### src/cbtfm_pkg.sv
// constants, register map and types for the CAN bit timing and filter mask block
// assumes a 100 MHz REF_CLK and a 32-bit APB register port
package cbtfm_pkg;

    // apb geometry
    localparam int          ADDR_W          = 12;
    localparam int          DATA_W          = 32;
    localparam int          REG_W           = 16;

    // register byte offsets
    localparam logic [11:0] TIMING_OFFSET   = 12'h000;
    localparam logic [11:0] BUFPTR_OFFSET   = 12'h004;
    localparam logic [11:0] MASK_SID_OFFSET = 12'h008;
    localparam logic [11:0] MASK_EID_OFFSET = 12'h00C;
    localparam logic [11:0] STATUS_OFFSET   = 12'h010;

    // writable bits per register, the rest read as zero
    localparam logic [15:0] TIMING_WMASK    = 16'h47FF;
    localparam logic [15:0] BUFPTR_WMASK    = 16'hFFFF;
    localparam logic [15:0] MASK_SID_WMASK  = 16'hFFEB;
    localparam logic [15:0] MASK_EID_WMASK  = 16'hFFFF;

    // reset values
    localparam logic [15:0] TIMING_RESET    = 16'h0000;
    localparam logic [15:0] BUFPTR_RESET    = 16'h0000;
    localparam logic [15:0] MASK_SID_RESET  = 16'h0000;
    localparam logic [15:0] MASK_EID_RESET  = 16'h0000;

    // timing register fields
    localparam int          PROP_LSB        = 0;
    localparam int          PH1_LSB         = 3;
    localparam int          TRIPLE_BIT      = 6;
    localparam int          PH2_SEL_BIT     = 7;
    localparam int          PH2_LSB         = 8;
    localparam int          WAKE_FILT_BIT   = 14;
    localparam int          SEG_FIELD_W     = 3;

    // mask register fields
    localparam int          SID_MASK_LSB    = 5;
    localparam int          SID_W           = 11;
    localparam int          TYPE_MODE_BIT   = 3;
    localparam int          EID_HI_W        = 2;
    localparam int          EID_W           = 18;
    localparam int          ID_W            = 29;

    // buffer pointer fields
    localparam int          PTR_W           = 4;
    localparam logic [3:0]  PTR_FIRST_FILT  = 4'hC;

    // segment lengths in quanta
    localparam int          LEN_W           = 4;
    localparam int          BIT_LEN_W       = 5;
    localparam logic [3:0]  SYNC_TQ         = 4'h1;
    localparam logic [3:0]  INFO_PROC_TQ    = 4'h2;

    // wake-up line filter time
    localparam int          REF_CLK_MHZ     = 100;
    localparam int          WAKE_FILTER_NS  = 1000;
    localparam int          WAKE_FILTER_CYC = (WAKE_FILTER_NS * REF_CLK_MHZ + 999) / 1000;
    localparam int          WAKE_CNT_W      = 8;

    // bit timing sequencer, one-hot
    typedef enum logic [3:0] {
        SEG_SYNC  = 4'h1,
        SEG_PROP  = 4'h2,
        SEG_PH1   = 4'h4,
        SEG_PH2   = 4'h8
    } cbtfm_seg_type;

endpackage

### src/cbtfm_match_if.sv
// carrier between the register top and the acceptance matcher
// assumes both ends sit on the same REF_CLK domain
`timescale 1ns/1ps
interface cbtfm_match_if;
    logic [10:0] sid_mask;    // standard id mask bits
    logic [17:0] eid_mask;    // extended id mask bits
    logic        type_mode;   // frame type must agree when high
    logic [28:0] frame_id;    // received identifier
    logic        frame_ext;   // received frame is extended
    logic [28:0] filter_id;   // filter identifier
    logic        filter_ext;  // filter selects extended frames
    logic        hit;         // combinational match result

    modport requester (output sid_mask, eid_mask, type_mode, frame_id, frame_ext,
                       output filter_id, filter_ext, input hit);
    modport matcher   (input sid_mask, eid_mask, type_mode, frame_id, frame_ext,
                       input filter_id, filter_ext, output hit);
endinterface

### src/cbtfm_matcher.sv
// masked identifier compare for one filter against one frame
// assumes inputs are stable for the cycle; the caller registers the result
`timescale 1ns/1ps
module cbtfm_matcher (
    cbtfm_match_if.matcher m
);
    logic [28:0] diff;       // bits that differ
    logic [28:0] care;       // bits that take part
    logic        id_ok;      // identifier agrees
    logic        type_ok;    // frame type agrees

    // compare only the cared-for bits
    always_comb begin
        diff = m.frame_id ^ m.filter_id;
        care[28:18] = m.sid_mask;
        // extended bits masked, only in extended frames
        care[17:0] = m.frame_ext ? m.eid_mask : 18'h00000;
        id_ok = ~|(diff & care);
        type_ok = ~m.type_mode | (m.frame_ext == m.filter_ext);
        m.hit = id_ok & type_ok;
    end
endmodule

### src/cbtfm_top.sv
// CAN bit timing configuration, sample point logic and acceptance mask path
// assumes APB from software on REF_CLK; CAN_RX is an asynchronous pin
`timescale 1ns/1ps
module cbtfm_top (
    input  wire logic        REF_CLK,
    input  wire logic        RST_N,
    input  wire logic        PSEL,
    input  wire logic        PENABLE,
    input  wire logic        PWRITE,
    input  wire logic [11:0] PADDR,
    input  wire logic [31:0] PWDATA,
    input  wire logic [3:0]  PSTRB,
    output logic      [31:0] PRDATA,
    output logic             PREADY,
    output logic             PSLVERR,
    input  wire logic        CAN_RX,
    input  wire logic        QUANTUM_TICK,
    output logic             SAMPLE_VALID,
    output logic             SAMPLED_BIT,
    output logic             WAKE_DETECT,
    output logic      [3:0]  PROP_TQ,
    output logic      [3:0]  PHASE1_TQ,
    output logic      [3:0]  PHASE2_TQ,
    output logic      [4:0]  BIT_TQ,
    output logic      [4:0]  SAMPLE_POINT_TQ,
    output logic             TRIPLE_SAMPLING,
    input  wire logic        MATCH_REQ,
    input  wire logic [28:0] FRAME_ID,
    input  wire logic        FRAME_EXT,
    input  wire logic [28:0] FILTER_ID,
    input  wire logic        FILTER_EXT,
    input  wire logic [3:0]  FILTER_NUM,
    output logic             MATCH_DONE,
    output logic             MATCH_HIT,
    output logic             MATCH_PTR_VALID,
    output logic      [3:0]  MATCH_BUFFER
);

    logic [15:0]                 timing_reg;    // bit timing configuration
    logic [15:0]                 bufptr_reg;    // filter 12..15 buffer pointers
    logic [15:0]                 mask_sid_reg;  // standard mask and mode
    logic [15:0]                 mask_eid_reg;  // extended mask low half
    logic                        rx_meta;       // first sync stage, read only by rx_sync
    logic                        rx_sync;       // synchronised bus line
    logic [1:0]                  rx_hist;       // line at the two previous quanta
    cbtfm_pkg::cbtfm_seg_type    seg;           // current bit segment
    logic [3:0]                  q_cnt;         // quanta spent in segment
    logic [3:0]                  seg_len;       // length of current segment
    logic [3:0]                  ph1_len;       // phase one quanta
    logic [3:0]                  ph2_len;       // effective phase two quanta
    logic [3:0]                  prop_len;      // propagation quanta
    logic [7:0]                  wake_cnt;      // consecutive dominant cycles
    logic                        access;        // apb access phase awaiting answer
    logic [15:0]                 wr_bits;       // byte-enabled write lanes
    cbtfm_match_if               mif ();

    // segment field plus one, shared by all three length fields
    function automatic logic [3:0] seg_quanta(input logic [2:0] code);
        seg_quanta = {1'b0, code} + 4'h1;
    endfunction

    // byte enables of the low half turned into a bit mask
    function automatic logic [15:0] lane_mask(input logic [3:0] strb);
        lane_mask = {{8{strb[1]}}, {8{strb[0]}}};
    endfunction

    assign access  = PSEL & PENABLE & ~PREADY;
    assign wr_bits = lane_mask(PSTRB);

    // segment lengths from the timing register
    always_comb begin
        prop_len = seg_quanta(timing_reg[cbtfm_pkg::PROP_LSB +: cbtfm_pkg::SEG_FIELD_W]);
        ph1_len = seg_quanta(timing_reg[cbtfm_pkg::PH1_LSB +: cbtfm_pkg::SEG_FIELD_W]);
        if (timing_reg[cbtfm_pkg::PH2_SEL_BIT]) begin
            ph2_len = seg_quanta(timing_reg[cbtfm_pkg::PH2_LSB +: cbtfm_pkg::SEG_FIELD_W]);
        end else if (ph1_len > cbtfm_pkg::INFO_PROC_TQ) begin
            ph2_len = ph1_len;
        end else begin
            ph2_len = cbtfm_pkg::INFO_PROC_TQ;
        end
    end

    // length of whichever segment is running
    always_comb begin
        case (seg)
            cbtfm_pkg::SEG_SYNC: seg_len = cbtfm_pkg::SYNC_TQ;
            cbtfm_pkg::SEG_PROP: seg_len = prop_len;
            cbtfm_pkg::SEG_PH1:  seg_len = ph1_len;
            cbtfm_pkg::SEG_PH2:  seg_len = ph2_len;
            default:             seg_len = cbtfm_pkg::SYNC_TQ;
        endcase
    end

    // apb register writes, one cycle after the access phase opens
    always_ff @(posedge REF_CLK or negedge RST_N) begin
        if (!RST_N) begin
            timing_reg   <= cbtfm_pkg::TIMING_RESET;
            bufptr_reg   <= cbtfm_pkg::BUFPTR_RESET;
            mask_sid_reg <= cbtfm_pkg::MASK_SID_RESET;
            mask_eid_reg <= cbtfm_pkg::MASK_EID_RESET;
        end else if (access && PWRITE) begin
            case (PADDR)
                cbtfm_pkg::TIMING_OFFSET: begin
                    timing_reg <= (timing_reg & ~(wr_bits & cbtfm_pkg::TIMING_WMASK))
                                | (PWDATA[15:0] & wr_bits & cbtfm_pkg::TIMING_WMASK);
                end
                cbtfm_pkg::BUFPTR_OFFSET: begin
                    bufptr_reg <= (bufptr_reg & ~(wr_bits & cbtfm_pkg::BUFPTR_WMASK))
                                | (PWDATA[15:0] & wr_bits & cbtfm_pkg::BUFPTR_WMASK);
                end
                cbtfm_pkg::MASK_SID_OFFSET: begin
                    mask_sid_reg <= (mask_sid_reg & ~(wr_bits & cbtfm_pkg::MASK_SID_WMASK))
                                  | (PWDATA[15:0] & wr_bits & cbtfm_pkg::MASK_SID_WMASK);
                end
                cbtfm_pkg::MASK_EID_OFFSET: begin
                    mask_eid_reg <= (mask_eid_reg & ~(wr_bits & cbtfm_pkg::MASK_EID_WMASK))
                                  | (PWDATA[15:0] & wr_bits & cbtfm_pkg::MASK_EID_WMASK);
                end
                default: begin
                    // unmapped or read-only, nothing stored
                end
            endcase
        end
    end

    // apb answer: one wait state, then ready with data and error
    always_ff @(posedge REF_CLK or negedge RST_N) begin
        if (!RST_N) begin
            PREADY  <= 1'b0;
            PRDATA  <= 32'h00000000;
            PSLVERR <= 1'b0;
        end else begin
            PREADY  <= access;
            PSLVERR <= 1'b0;
            PRDATA  <= 32'h00000000;
            if (access) begin
                // upper and unimplemented bits read zero
                case (PADDR)
                    cbtfm_pkg::TIMING_OFFSET:   PRDATA <= {16'h0000, timing_reg};
                    cbtfm_pkg::BUFPTR_OFFSET:   PRDATA <= {16'h0000, bufptr_reg};
                    cbtfm_pkg::MASK_SID_OFFSET: PRDATA <= {16'h0000, mask_sid_reg};
                    cbtfm_pkg::MASK_EID_OFFSET: PRDATA <= {16'h0000, mask_eid_reg};
                    // live sequencer state for software
                    cbtfm_pkg::STATUS_OFFSET:   PRDATA <= {22'h000000, WAKE_DETECT,
                                                           SAMPLED_BIT, seg, q_cnt};
                    default:                    PSLVERR <= 1'b1;
                endcase
            end
        end
    end

    // two-stage synchroniser on the bus line
    always_ff @(posedge REF_CLK or negedge RST_N) begin
        if (!RST_N) begin
            rx_meta <= 1'b1;
            rx_sync <= 1'b1;
        end else begin
            rx_meta <= CAN_RX;
            rx_sync <= rx_meta;
        end
    end

    // quantum sequencer; no resynchronisation, bits run free from reset
    always_ff @(posedge REF_CLK or negedge RST_N) begin
        if (!RST_N) begin
            seg   <= cbtfm_pkg::SEG_SYNC;
            q_cnt <= 4'h0;
        end else if (QUANTUM_TICK) begin
            if (q_cnt == seg_len - 4'h1) begin
                q_cnt <= 4'h0;
                // sync, prop, phase one, phase two
                case (seg)
                    cbtfm_pkg::SEG_SYNC: seg <= cbtfm_pkg::SEG_PROP;
                    cbtfm_pkg::SEG_PROP: seg <= cbtfm_pkg::SEG_PH1;
                    cbtfm_pkg::SEG_PH1:  seg <= cbtfm_pkg::SEG_PH2;
                    cbtfm_pkg::SEG_PH2:  seg <= cbtfm_pkg::SEG_SYNC;
                    default:             seg <= cbtfm_pkg::SEG_SYNC;
                endcase
            end else begin
                q_cnt <= q_cnt + 4'h1;
            end
        end
    end

    // sample point at the last quantum of phase one
    always_ff @(posedge REF_CLK or negedge RST_N) begin
        if (!RST_N) begin
            rx_hist      <= 2'b11;
            SAMPLE_VALID <= 1'b0;
            SAMPLED_BIT  <= 1'b1;
        end else begin
            SAMPLE_VALID <= 1'b0;
            if (QUANTUM_TICK) begin
                rx_hist <= {rx_hist[0], rx_sync};
                // sample at end of phase one
                if (seg == cbtfm_pkg::SEG_PH1 && q_cnt == ph1_len - 4'h1) begin
                    SAMPLE_VALID <= 1'b1;
                    if (timing_reg[cbtfm_pkg::TRIPLE_BIT]) begin
                        SAMPLED_BIT <= (rx_sync & rx_hist[0]) | (rx_sync & rx_hist[1])
                                     | (rx_hist[0] & rx_hist[1]);
                    end else begin
                        SAMPLED_BIT <= rx_sync;
                    end
                end
            end
        end
    end

    // wake-up detect; filtered mode rejects short dominant glitches
    always_ff @(posedge REF_CLK or negedge RST_N) begin
        if (!RST_N) begin
            wake_cnt    <= 8'h00;
            WAKE_DETECT <= 1'b0;
        end else if (rx_sync) begin
            wake_cnt    <= 8'h00;
            WAKE_DETECT <= 1'b0;
        end else if (!timing_reg[cbtfm_pkg::WAKE_FILT_BIT]) begin
            WAKE_DETECT <= 1'b1;
        end else if (wake_cnt == 8'(cbtfm_pkg::WAKE_FILTER_CYC - 1)) begin
            WAKE_DETECT <= 1'b1;
        end else begin
            wake_cnt <= wake_cnt + 8'h01;
        end
    end

    // registered timing summary for the bit engine
    always_ff @(posedge REF_CLK or negedge RST_N) begin
        if (!RST_N) begin
            PROP_TQ         <= 4'h1;
            PHASE1_TQ       <= 4'h1;
            PHASE2_TQ       <= 4'h2;
            BIT_TQ          <= 5'h05;
            SAMPLE_POINT_TQ <= 5'h03;
            TRIPLE_SAMPLING <= 1'b0;
        end else begin
            PROP_TQ         <= prop_len;
            PHASE1_TQ       <= ph1_len;
            PHASE2_TQ       <= ph2_len;
            BIT_TQ          <= {1'b0, cbtfm_pkg::SYNC_TQ} + {1'b0, prop_len}
                             + {1'b0, ph1_len} + {1'b0, ph2_len};
            SAMPLE_POINT_TQ <= {1'b0, cbtfm_pkg::SYNC_TQ} + {1'b0, prop_len}
                             + {1'b0, ph1_len};
            TRIPLE_SAMPLING <= timing_reg[cbtfm_pkg::TRIPLE_BIT];
        end
    end

    // feed the matcher from the mask registers and the request inputs
    assign mif.sid_mask   = mask_sid_reg[cbtfm_pkg::SID_MASK_LSB +: cbtfm_pkg::SID_W];
    assign mif.eid_mask   = {mask_sid_reg[cbtfm_pkg::EID_HI_W-1:0], mask_eid_reg};
    assign mif.type_mode  = mask_sid_reg[cbtfm_pkg::TYPE_MODE_BIT];
    assign mif.frame_id   = FRAME_ID;
    assign mif.frame_ext  = FRAME_EXT;
    assign mif.filter_id  = FILTER_ID;
    assign mif.filter_ext = FILTER_EXT;

    cbtfm_matcher u_matcher (
        .m (mif.matcher)
    );

    // match result registered with its buffer pointer
    always_ff @(posedge REF_CLK or negedge RST_N) begin
        if (!RST_N) begin
            MATCH_DONE      <= 1'b0;
            MATCH_HIT       <= 1'b0;
            MATCH_PTR_VALID <= 1'b0;
            MATCH_BUFFER    <= 4'h0;
        end else begin
            MATCH_DONE <= MATCH_REQ;
            if (MATCH_REQ) begin
                MATCH_HIT <= mif.hit;
                // pointer for filters 12 to 15
                MATCH_PTR_VALID <= mif.hit && FILTER_NUM >= cbtfm_pkg::PTR_FIRST_FILT;
                MATCH_BUFFER <= bufptr_reg[{FILTER_NUM[1:0], 2'b00} +: cbtfm_pkg::PTR_W];
            end
        end
    end

endmodule

### config.mk
export PLATFORM = sky130hd
export DESIGN_NAME = cbtfm_top
export DESIGN_NICKNAME = d
export VERILOG_FILES = /design/src/cbtfm_pkg.sv /design/src/cbtfm_match_if.sv /design/src/cbtfm_matcher.sv /design/src/cbtfm_top.sv
export SDC_FILE = /design/constraint.sdc
export NUM_CORES = 1
export LEC_CHECK = 0
export ABC_AREA = 1
export BUFFER_PORTS_ARGS = -buffer_cell sky130_fd_sc_hd__buf_2
export CAP_MARGIN = 15
export CORE_MARGIN = 1
export CORE_UTILIZATION = 50
export CTS_BUF_LIST = sky130_fd_sc_hd__clkbuf_4
export DETAILED_ROUTE_END_ITERATION = 10
export GPL_TIMING_DRIVEN = 1
export HOLD_SLACK_MARGIN = 0.15
export PLACE_DENSITY_LB_ADDON = 0.3
export SYNTH_ARGS = -nofsm -noshare
export SYNTH_HDL_FRONTEND = slang
export SYNTH_SLANG_ARGS = --single-unit
### constraint.sdc
create_clock -name REF_CLK -period 3.1 [get_ports REF_CLK]
set_input_delay 0.31 -clock REF_CLK [delete_from_list [all_inputs] [get_ports REF_CLK]]
set_output_delay 0.31 -clock REF_CLK [all_outputs]
set_load 0.02 [all_outputs]
; Word-level counts from Yosys, hierarchy flattened
; Cells that the tools add are included.
; W data, S select, Z words.
[op_classes]
n_addsub = 10
n_lt_le_gt_ge = 2
n_eq_ne = 14
shifts = 1
mux = 19
bitwise_logic = 25
n_reduce_logical = 15
[op_table]
columns = cell, n
row1 = $and A16 B16 Y16, 5
row2 = $pmux W16 S5, 1
row3 = $or A16 B16 Y16, 3
row4 = $not A16 Y16, 2
row5 = $and A29 B29 Y29, 1
row6 = $reduce_or A29 Y1, 1
row7 = $xor A29 B29 Y29, 1
row8 = $eq A12 B4 Y1 const B, 2
row9 = $mux W8, 3
row10 = $pmux W4 S3, 2
row11 = $mux W18, 1
row12 = $mux W16, 1
row13 = $not A15 Y16, 1
row14 = $or A16 B15 Y16, 1
row15 = $shiftx A16 B5 Y4, 1
row16 = $reduce_and A2 Y1, 7
row17 = $add A3 B1 Y4 const B, 3
row18 = $eq A12 B3 Y1 const B, 1
row19 = $eq A12 B5 Y1 const B, 1
row20 = $logic_not A12 Y1, 1
row21 = $mux W4, 3
row22 = $add A5 B4 Y5, 2
row23 = $add A8 B1 Y8 const B, 1
row24 = $eq A4 B4 Y1, 2
row25 = other kinds (21), 39
[word_totals]
regBits = 151
input_bits = 120
out_inout_bits = 67
word_cells = 112

; Depth between registers and ports, before layout
; Gate-level depths: netlist of run 1.
[depth]
word_depth = 8
depth_mapped = 16

; Hierarchy
; A second synthesis of run 1 with hierarchy kept.
[hier_totals]
cells_unflattened = 909
hier_area_um2 = 7149.4
[by_module_without_submodules]
columns = mod, instances, cells_each, area_per_inst_um2, seq_area_each_um2
row1 = cbtfm_top, 1, 706, 6317.3, 3244.4
row2 = cbtfm_matcher, 1, 203, 832.0, 0.0

; Worst setup path after synthesis of run 1
; No wires, ideal clock.
[synth_timing]
kind = reg-to-reg
from = reg (tool-made name)
to = reg BIT_TQ[4]
arrival_time_ps = 2332
setup_slack_ps = 633
stages_incl_launch_ff = 14
path_buffers = 0
path_cell_list = dfrtp_1 > ha_1 > inv_1 > nand2_1 > nand2_1 > inv_1 > ha_1 > a21oi_1 > o21ai_0 > xor2_1 > ha_1 > a21oi_1 > o21ai_0 > xor2_1
[synth_rtl]
columns = element, line
row1 = end signal: assignment, cbtfm_top.sv:239  ; BIT_TQ <= {1'b0, cbtfm_pkg::SYNC_TQ} + {1'b0, prop_len}
row2 = end: declaration, cbtfm_top.sv:24  ; output logic [4:0] BIT_TQ,

==> metrics, run 1 <==
detailed-route wire length approximately 17 mm; n_diodes 0; Total Nets Final approximately 1,100; detailed-route via count 6,035; maximum achievable frequency 374 MHz; number of pins exceeding their max-slew limit in the final report 0; Routed wire per std cell approximately 14 um; Max Cap Viol 0; area used by multi-input combinational logic about 3000 um^2; # setup viols final 0; Post-synth top cells nand2_1, dfrtp_1, o21ai_0; maximum level of the CTS H-tree 4; number of iterations in the first detailed-routing pass 4; maximum vdd ir drop between 150 and 200 uV; power consumption roughly 3.7 mW; Worst Clk Skew between 0.02 and 0.025 ns; Crit path arrival time around 3.1 ns; worst hold path startpoint PADDR[3]; Residual DRC 0; part of the cycle the worst path needs 86.2%; result of the run finished, final reports clean; core area 13,200 um^2; type of the most critical hold path primary input to flop; top-area cell type share of the netlist area about 43%; largest net degree at the start of global routing 130; horizontal die dimension 118 um; largest area contributor in the synthesized netlist dfrtp_1; Syn Inst Count roughly 820; chip height ~120 um; number of enable flip-flop cells after synthesis 0; half-perimeter wire length after placement 12.9 mm; synthesized area per cell a little over 8 um^2; Largest delay share family, worst path adder cells; cell area after synthesis ~6800 um^2; number of vias per cell after detailed routing about 5.1; crit start category flop; RSZ-0062 raised after global routing no; critical path, cell by cell ha_1 -> inv_1 -> nand2_1 -> nand2_1 -> inv_1 -> ha_1 -> nand2_1 -> o21ai_0 -> xor2_1 -> ha_1 -> a21oi_1 -> o21ai_0 -> xor2_1; TritonCTS clock tree built; growth of design area from synthesis to finish 20.0%; number of port buffers between 150 and 200; aggregate negative setup slack 0 ns; wire length on met3 1.18 mm; Synthesis Warnings 0; fillers 1,186; CTS root buffer clkbuf_4; worst reg2reg path depth 13; data required time at the worst endpoint roughly 3.5 ns; final global-route overflow total 0; RD Place Congestion roughly 0.9; reported leakage power a little over 4 nW; Met1 Wirelength approximately 7.5 mm; sequential cell area around 3200 um^2; cell at the slowest stage of the critical path dfrtp_1; number of stages on the worst setup path 13; most used flip-flop cell after synthesis dfrtp_1; die footprint between 10,000 and 15,000 um^2; library cell with the highest instance count after synthesis nand2_1; number of global-route vias before repair 5,796; portion of the post-synthesis area used by sequential elements between 40% and 50%; post-detailed-placement cell area about 7600 um^2; synthesis-stage register bit count 129; number of buffers created by CTS 17; Crit. End Element flop; remaining antenna violation count after routing 0; effective utilization at floorplan around half; largest fanout on the critical path 6; 1st-iter DRT viols about 430; routed length on met2 roughly 8.0 mm; clock transition at the register clock pins on the worst setup and hold paths after CTS about 0.11 ns; CP max stage delay 0.47 ns; Least-Margin Pin Slew between 0.7 and 0.8 ns; total number of placement rows 42; share of async-settable or async-resettable flops after synthesis 100%; clock insertion delay at the later pin of the skew report around 0.56 ns; final critical delay including setup and external delays between 2 and 3 ns; clock sink count approximately 130; first-pass GRT wire length approximately 28 mm; synth top area cells dfrtp_1, nand2_1, o21ai_0, dfstp_2, inv_1; post-route insts no fill around 1,200; power per unit of standard cell area 451 nW/um^2; post-synth cell types 41; GRT Util Overall between 20% and 30%; hold-critical path depth 4; uppermost layer routed met4; num ports about 190; fraction of layout cells with a size suffix above 1 about a quarter; category of the critical setup timing path flop to flop; buffer and inverter count on the worst path 2; antenna violations before repair 0; Slew HR between 50 and 60%; cell area after layout between 8000 and 9000 um^2; Post-Place Cells around 1,100; endpoints failing hold 0; final design utilization roughly 61%; Max clock buf depth 2
final timing paths:
kind | end | slack (ns)
worst max-delay path | BIT_TQ[4] | 0.43
worst min-delay path | PRDATA[13] | 0.19
worst max register to register | BIT_TQ[4] | 0.43
worst min register to register | rx_sync | 0.36
max in group asynchronous | q_cnt[0] | 2.17
min in group asynchronous | wake_cnt[3] | 0.37
kinds of logic after synthesis:
group	Yosys count	synth area share (%)
DFF	129	47.9
and+or+nand+nor	362	24.9
buffers and inverters	123	8.05
AOI/OAI and AO/OA	173	14.0
xor gates and xnor gates	15	1.94
other	1	0.0554
adders and majority gates	16	3.18
cells in the final DEF, fill, tap and decap left out, types with 9 or more instances in the layout:
master         count
a31oi_1           13
ha_1              14
nor2_1            54
clkbuf_4          20
nand2_1          205
nand3_1           36
xor2_1            12
nand2_2            9
nor2_2             9
a21boi_0          10
buf_2            151
conb_1            16
nand3_2           13
o21ai_0           88
dfrtp_1          116
a21oi_1           30
o21ai_1           15
dlygate4sd3_1     27
dfstp_2           13
nand4_1            9
inv_1             85
cell type report:
type / instances / share of cell area, %
flip-flops and latches: 129 / 39.9
multi-input cells: 582 / 37.4
repair buffers: 181 / 13.1
inverters: 91 / 4.20
well taps: 176 / 2.71
clock buffers: 20 / 1.85
clock inverters: 12 / 0.877
power by group:
part           total (mW)  switching [mW]  internal [mW]
sequential           1.84          0.0832           1.76
combinational       0.868           0.544          0.324
clock               0.953           0.622          0.331
per-layer routing:
| metal | vias to the layer above | track usage, % |
|---|---|---|
| met4 | 0 | 9.02 |
| met5 | - | 0 |
| li1 | 3014 | - |
| met2 | 203 | 41.8 |
| met1 | 2798 | 33.8 |
| met3 | 20 | 5.84 |
through the flow:
stage / worst slack (ns) / hold WS, ns
after floorplan: 0.633 / 0.0144
after global placement: 0.504 / 0.346
after detailed placement: 0.431 / 0.348
after CTS: 0.427 / 0.174
after global routing: 0.262 / 0.190
final: 0.429 / 0.186
what timing repair did:
item / CTS / global route
hold endpoints to repair: 190 / 0
hold buffers: 27 / 0
buffers inserted: 0 / 0
gates resized for setup: 0 / 0
tightest hold or removal path, cell delays in order:
cell	delay, ns
buf_2	0.15
nor3_4	0.11
nand2_1	0.07
a21oi_1	0.06
Power figures use the tool's default switching activity.
==> inputs of run 2 (changes only) <==
- ABC_AREA: 1 -> default
==> run 2 against run 1 <==
Compared with the run above: synthesized cell count is 38% lower; clock-buffer cell count is 3 higher; sequential power hardly changed; highest routed layer unchanged; sequential cell count stayed put; critical path depth is 3 lower; via count is 18% lower; synthesized area is 6.1% lower; global-route usage is 0.18 points higher; sequential share of layout area is 1.3 points higher; die area is 6.0% lower; setup slack worse by 0.31 ns.
==> metrics, run 2 <==
maximum achievable frequency 335 MHz; final critical delay including setup and external delays between 2 and 3 ns; Total Nets Final between 800 and 900; Post-Place Cells 832; worst path setup slack after routing 0.115 ns; endpoints failing hold 0; final global-route overflow total 0; power per unit of standard cell area about 450 nW/um^2; Slew HR 49.3%; Worst Clk Skew 0.0191 ns; number of buffers created by CTS 17; number of global-route vias before repair 4,915; number of iterations in the first detailed-routing pass 6; sequential cell area between 3000 and 4000 um^2; part of the cycle the worst path needs between 90% and 100%; Post-Place Worst Slack approximately 0.20 ns; RD Place Congestion just over 0.8; clock insertion delay at the later pin of the skew report between 0.5 and 0.6 ns; most frequent standard cell in the layout excluding fill and tap cells buf_2; number of pins exceeding their max-slew limit in the final report 0; result of the run finished, final reports clean; combinational cell fraction of total power between 15 and 20%; largest area contributor in the synthesized netlist dfrtp_1; portion of the post-synthesis area used by sequential elements 51.0%; cell area after synthesis between 6000 and 7000 um^2; type of the most critical hold path primary input to asynchronous set/reset pin; fraction of power spent switching nets between 20% and 30%; share of async-settable or async-resettable flops after synthesis between 90% and 100%; Crit path arrival time 3.42 ns; antenna violations before repair 1; most used flip-flop cell after synthesis dfrtp_1; chip height approximately 110 um; synth top area cells dfrtp_1, mux2_2, xor2_1, dfstp_2, ha_1; horizontal die dimension between 100 and 150 um; Syn Inst Count between 500 and 600; final design utilization 64.5%; TritonCTS clock tree built; effective utilization at floorplan 52.1%; critical path, cell by cell ha_1 -> o31a_2 -> a21oi_1 -> ha_1 -> xor2_2 -> and4b_2 -> o211ai_1 -> nor4_4 -> buf_4 -> mux2_2; Residual DRC 0; library cell with the highest instance count after synthesis dfrtp_1; clock sink count 129; remaining antenna violation count after routing 0; Post-synth top cells dfrtp_1, mux2_2, xor2_1; cell area after layout around 7900 um^2; number of enable flip-flop cells after synthesis 0; fraction of layout cells with a size suffix above 1 between 40% and 50%; detailed-route via count slightly below 5,000; maximum level of the CTS H-tree 4; post-synth cell types approximately 60; Routed wire per std cell between 15 and 20 um; reported leakage power between 3 and 4 nW; maximum vdd ir drop around 230 uV; synthesized area per cell between 10 and 15 um^2; cell at the slowest stage of the critical path dfrtp_1; num ports roughly 190; Max Cap Viol 0; design internal power about 2.6 mW; total number of placement rows 40; detailed-route wire length around 16 mm; synthesis-stage register bit count around 130; CTS root buffer clkbuf_4; growth of design area from synthesis to finish 23.8%; Crit. End Element flop; clock transition at the register clock pins on the worst setup and hold paths after CTS between 0.1 and 0.15 ns; aggregate negative setup slack 0 ns; Max clock buf depth 2; most used cells in the layout excluding fill and tap cells buf_2, dfrtp_1, mux2_2; largest net degree at the start of global routing 57; largest fanout on the critical path 5; post-detailed-placement cell area 7310 um^2; die footprint roughly 13,000 um^2; cell repeated most along the worst path ha_1; first-pass GRT wire length about 25 mm; sw power 987 uW; area used by multi-input combinational logic just under 3000 um^2; number of port buffers roughly 150; clock network fraction of design power just over 30%; # setup viols final 0; Synthesis Warnings 0; number of vias per cell after detailed routing about 5.5; GRT Util Overall between 20% and 30%; post-route insts no fill between 800 and 900; core area 12,200 um^2; top-area cell type share of the netlist area a little under half; share of total power in sequential cells between 50 and 60%; category of the critical setup timing path flop to flop; CP max stage delay 0.40 ns; 1st-iter DRT viols ~320; half-perimeter wire length after placement around 12 mm; data required time at the worst endpoint approximately 3.5 ns; Least-Margin Pin Slew between 0.7 and 0.8 ns; fillers ~990; crit start category flop
## run 2: logic make-up after synthesis
| logic type | Yosys count | share of synthesized area (%) |
|---|---|---|
| flops | 129 | 51.0 |
| simple gates | 96 | 8.53 |
| compound gates | 90 | 10.8 |
| mux | 76 | 14.1 |
| xor+xnor | 52 | 7.16 |
| buf+inv | 51 | 4.99 |
| fa+ha+maj | 16 | 3.38 |
| other cells | 1 | 0.0589 |
## run 2: final cells by class
type	count	area share, %
inverter	16	0.762
timing repair buffer	202	15.4
multi-input combinational	346	36.6
clock buffer	23	2.19
antenna	1	0.0318
tap	168	2.67
clock inverter	9	1.14
sequential	129	41.2
## run 2: worst max-delay path: cells and delay by family (launching register included)
kind	cells	cell delay (ns)
and+or+nand+nor	2	0.48
DFF	1	0.40
xor gates and xnor gates	1	0.15
AOI/OAI and AO/OA	3	0.74
muxes	1	0.33
buffers and inverters	1	0.18
adders and majority gates	2	0.58
## run 2: path summary, 6_finish.rpt
kind                                     from                          to  slack, ns  cells after the start
max in group asynchronous               RST_N  asynchronous set/reset pin       1.94                      3
min in group REF_CLK            FILTER_NUM[1]             MATCH_BUFFER[3]       0.24                      3
worst max-delay path                     flop                      seg[2]       0.12                     10
worst min register to register        rx_meta                     rx_sync       0.36                      0
worst min-delay path                    RST_N                      seg[1]       0.24                      2
worst max register to register           flop                      seg[2]       0.12                     10
## run 2: through the flow
| step | total power, mW | hold slack (ns) |
|---|---|---|
| floorplan | 2.24 | 0.0144 |
| global placement | 2.43 | 0.269 |
| detailed placement | 2.45 | 0.273 |
| CTS | 3.56 | 0.204 |
| global route | 3.75 | 0.212 |
| finish | 3.58 | 0.238 |
## run 2: power by group through the flow
stage                     Combinational, mW  Sequential, mW  Clock, mW
after global routing                  0.688            1.87       1.19
after detailed placement              0.566            1.88          0
after CTS                             0.595            1.85       1.12
final                                 0.627            1.86       1.09
after floorplan                       0.401            1.84          0
after global placement                0.552            1.88          0
## run 2: per-layer routing
layer / vias up / part of all wire (%) / track usage (%)
met1: 2447 / 41 / 32.9
met5: - / 0 / 0
met4: 0 / 2.4 / 11.6
met3: 31 / 6.2 / 5.96
li1: 2255 / - / -
met2: 188 / 51 / 42.5
## run 2: what timing repair did
| action | 4_1_cts | 5_1_grt |
|---|---|---|
| hold buffers | 26 | 0 |
| buffers inserted | 0 | 3 |
| endpoints found under the setup margin | 0 | 6 |
| endpoints found under the hold margin | 152 | 0 |
| gates resized for setup | 0 | 3 |
==> inputs of run 3 (changes only) <==
- CTS_BUF_LIST: sky130_fd_sc_hd__clkbuf_4 -> default
==> run 3 against run 2 <==
Compared with the run above: final cell count fell by 2.2%; wire length shrank 0.99%; non-clock buffer count fell by 19; register-to-register slack better by 0.03 ns; fmax increased by 1.2%; critical path depth unchanged; sequential cell count did not move; largest power group is now the clock network.
==> metrics, run 3 (same netlist as run 2, synthesis figures left out) <==
clock transition at the register clock pins on the worst setup and hold paths after CTS approximately 0.050 ns; detailed-route wire length around 16 mm; combinational cell fraction of total power between 10% and 20%; crit start category flop; remaining antenna violation count after routing 0; power per unit of standard cell area 556 nW/um^2; maximum level of the CTS H-tree 4; most used cells in the layout excluding fill and tap cells buf_2, dfrtp_1, mux2_2; number of global-route vias before repair 4,810; horizontal die dimension approximately 110 um; aggregate negative setup slack 0 ns; clock insertion delay at the later pin of the skew report ~0.42 ns; result of the run finished, final reports clean; cell repeated most along the worst path ha_1; largest net degree at the start of global routing 57; Residual DRC 0; fraction of power spent switching nets around 24%; share of total power in sequential cells about two fifths; sw power 1.09 mW; category of the critical setup timing path flop to flop; GRT Util Overall about a quarter; endpoints failing hold 0; reported leakage power 4.00 nW; antenna violations before repair 0; Max Cap Viol 0; Slew HR between 40% and 50%; maximum vdd ir drop just under 300 uV; n_diodes 0; data required time at the worst endpoint between 3 and 4 ns; first-pass GRT wire length 25.3 mm; half-perimeter wire length after placement between 10 and 15 mm; die footprint roughly 13,000 um^2; maximum achievable frequency roughly 340 MHz; effective utilization at floorplan 52.1%; number of buffers created by CTS 17; final global-route overflow total 0; design internal power 3.38 mW; CTS root buffer clkbuf_16; wire length on met3 roughly 970 um; type of the most critical hold path primary input to flop; sequential cell area 3240 um^2; chip height 115 um; Routed wire per std cell ~18 um; fraction of layout cells with a size suffix above 1 a little over two fifths; critical path, cell by cell ha_1 -> o31a_2 -> a21oi_1 -> ha_1 -> xor2_2 -> and4b_2 -> o211ai_1 -> nor4_4 -> buf_4 -> mux2_2; Max clock buf depth 2; Crit path arrival time ~3.3 ns; hold slack final ~0.17 ns; Met1 Wirelength 6.54 mm; clock network fraction of design power 44.7%; detailed-route via count between 4,000 and 5,000; CP max stage delay 0.40 ns; fillers between 900 and 1,000; Worst Clk Skew between 0.006 and 0.007 ns; number of vias per cell after detailed routing approximately 5.5; Least-Margin Pin Slew between 0.7 and 0.8 ns; growth of design area from synthesis to finish 26.1%; # setup viols final 0; routed length on met2 slightly above 8 mm; RSZ-0062 raised after global routing no; number of port buffers between 150 and 200; RD Place Congestion approximately 0.81; core area 12,200 um^2; part of the cycle the worst path needs a little over nine tenths; area used by multi-input combinational logic 2880 um^2; most frequent standard cell in the layout excluding fill and tap cells buf_2; TritonCTS clock tree built; Total Nets Final slightly above 800; clock sink count 129; number of pins exceeding their max-slew limit in the final report 0; Crit. End Element flop; 1st-iter DRT viols slightly above 300; num ports 187; uppermost layer routed met4; final critical delay including setup and external delays between 2 and 3 ns; largest fanout on the critical path 5; cell at the slowest stage of the critical path o31a_2; total number of placement rows 40; number of iterations in the first detailed-routing pass 7
run 3: cell count changes in the layout (fill, tap and decap cells not counted):
cell | before | now
clkbuf_4 | 23 | 0
dlygate4sd3_1 | 26 | 7
clkbuf_16 | 0 | 17
clkbuf_1 | 0 | 6
clkbuf_8 | 0 | 6
clkinv_1 | 6 | 0
diode_2 | 1 | 0
run 3: timing repair:
action                                  in CTS  in global routing
endpoints found under the setup margin       0                  6
hold buffers                                 7                  0
hold endpoints to repair                    35                  0
setup buffers                                0                  3
resized for setup                            0                  3
run 3: critical path, delay by kind of cell, from the launching register on:
family | cells | cell delay (ns)
muxes | 1 | 0.33
DFF | 1 | 0.38
buffers and inverters | 1 | 0.18
xor gates and xnor gates | 1 | 0.15
and+or+nand+nor | 2 | 0.48
AOI/OAI and AO/OA | 3 | 0.73
adders and majority gates | 2 | 0.58
run 3: path summary, 6_finish.rpt:
check | startpoint | depth (start not counted) | slack (ns) | endpoint
max in group asynchronous | RST_N | 3 | 1.81 | asynchronous set/reset pin
worst min register to register | rx_meta | 0 | 0.36 | rx_sync
min in group asynchronous | RST_N | 2 | 0.38 | q_cnt[2]
worst min-delay path | PWDATA[12] | 2 | 0.17 | flop
worst max register to register | flop | 10 | 0.15 | seg[2]
worst max-delay path | flop | 10 | 0.15 | seg[2]
run 3: stage by stage:
step	power, mW	utilization, %	setup slack [ns]	area (um^2)	std cells
2_1_floorplan	2.24	-	0.174	6420	526
3_3_place_gp	2.43	59.9	0.256	7310	832
3_5_place_dp	2.45	59.9	0.200	7310	832
4_1_cts	4.45	65.3	0.179	7980	871
5_1_grt	4.64	65.7	0.00208	8020	874
6_report	4.46	65.7	0.149	8020	874
run 3: layout make-up:
type                    count  share of cell area, %
clock buffers              29                   6.61
clock inverters             3                  0.842
inverters                  16                  0.749
multi-input cells         346                   35.9
flip-flops and latches    129                   40.4
well taps                 168                   2.62
repair buffers            183                   12.8
run 3: power by group through the flow:
stage	clock, mW	combinational (mW)	sequential, mW
floorplan	0	0.401	1.84
global placement	0	0.552	1.88
detailed placement	0	0.566	1.88
CTS	2.02	0.576	1.85
global route	2.10	0.666	1.87
finish	2.00	0.605	1.86
run 3: layer usage:
metal,global-route usage [%],up-vias
li1,-,2210
met1,33.4,2396
met2,42.7,193
met3,5.75,23
met4,10.6,0
met5,0,-
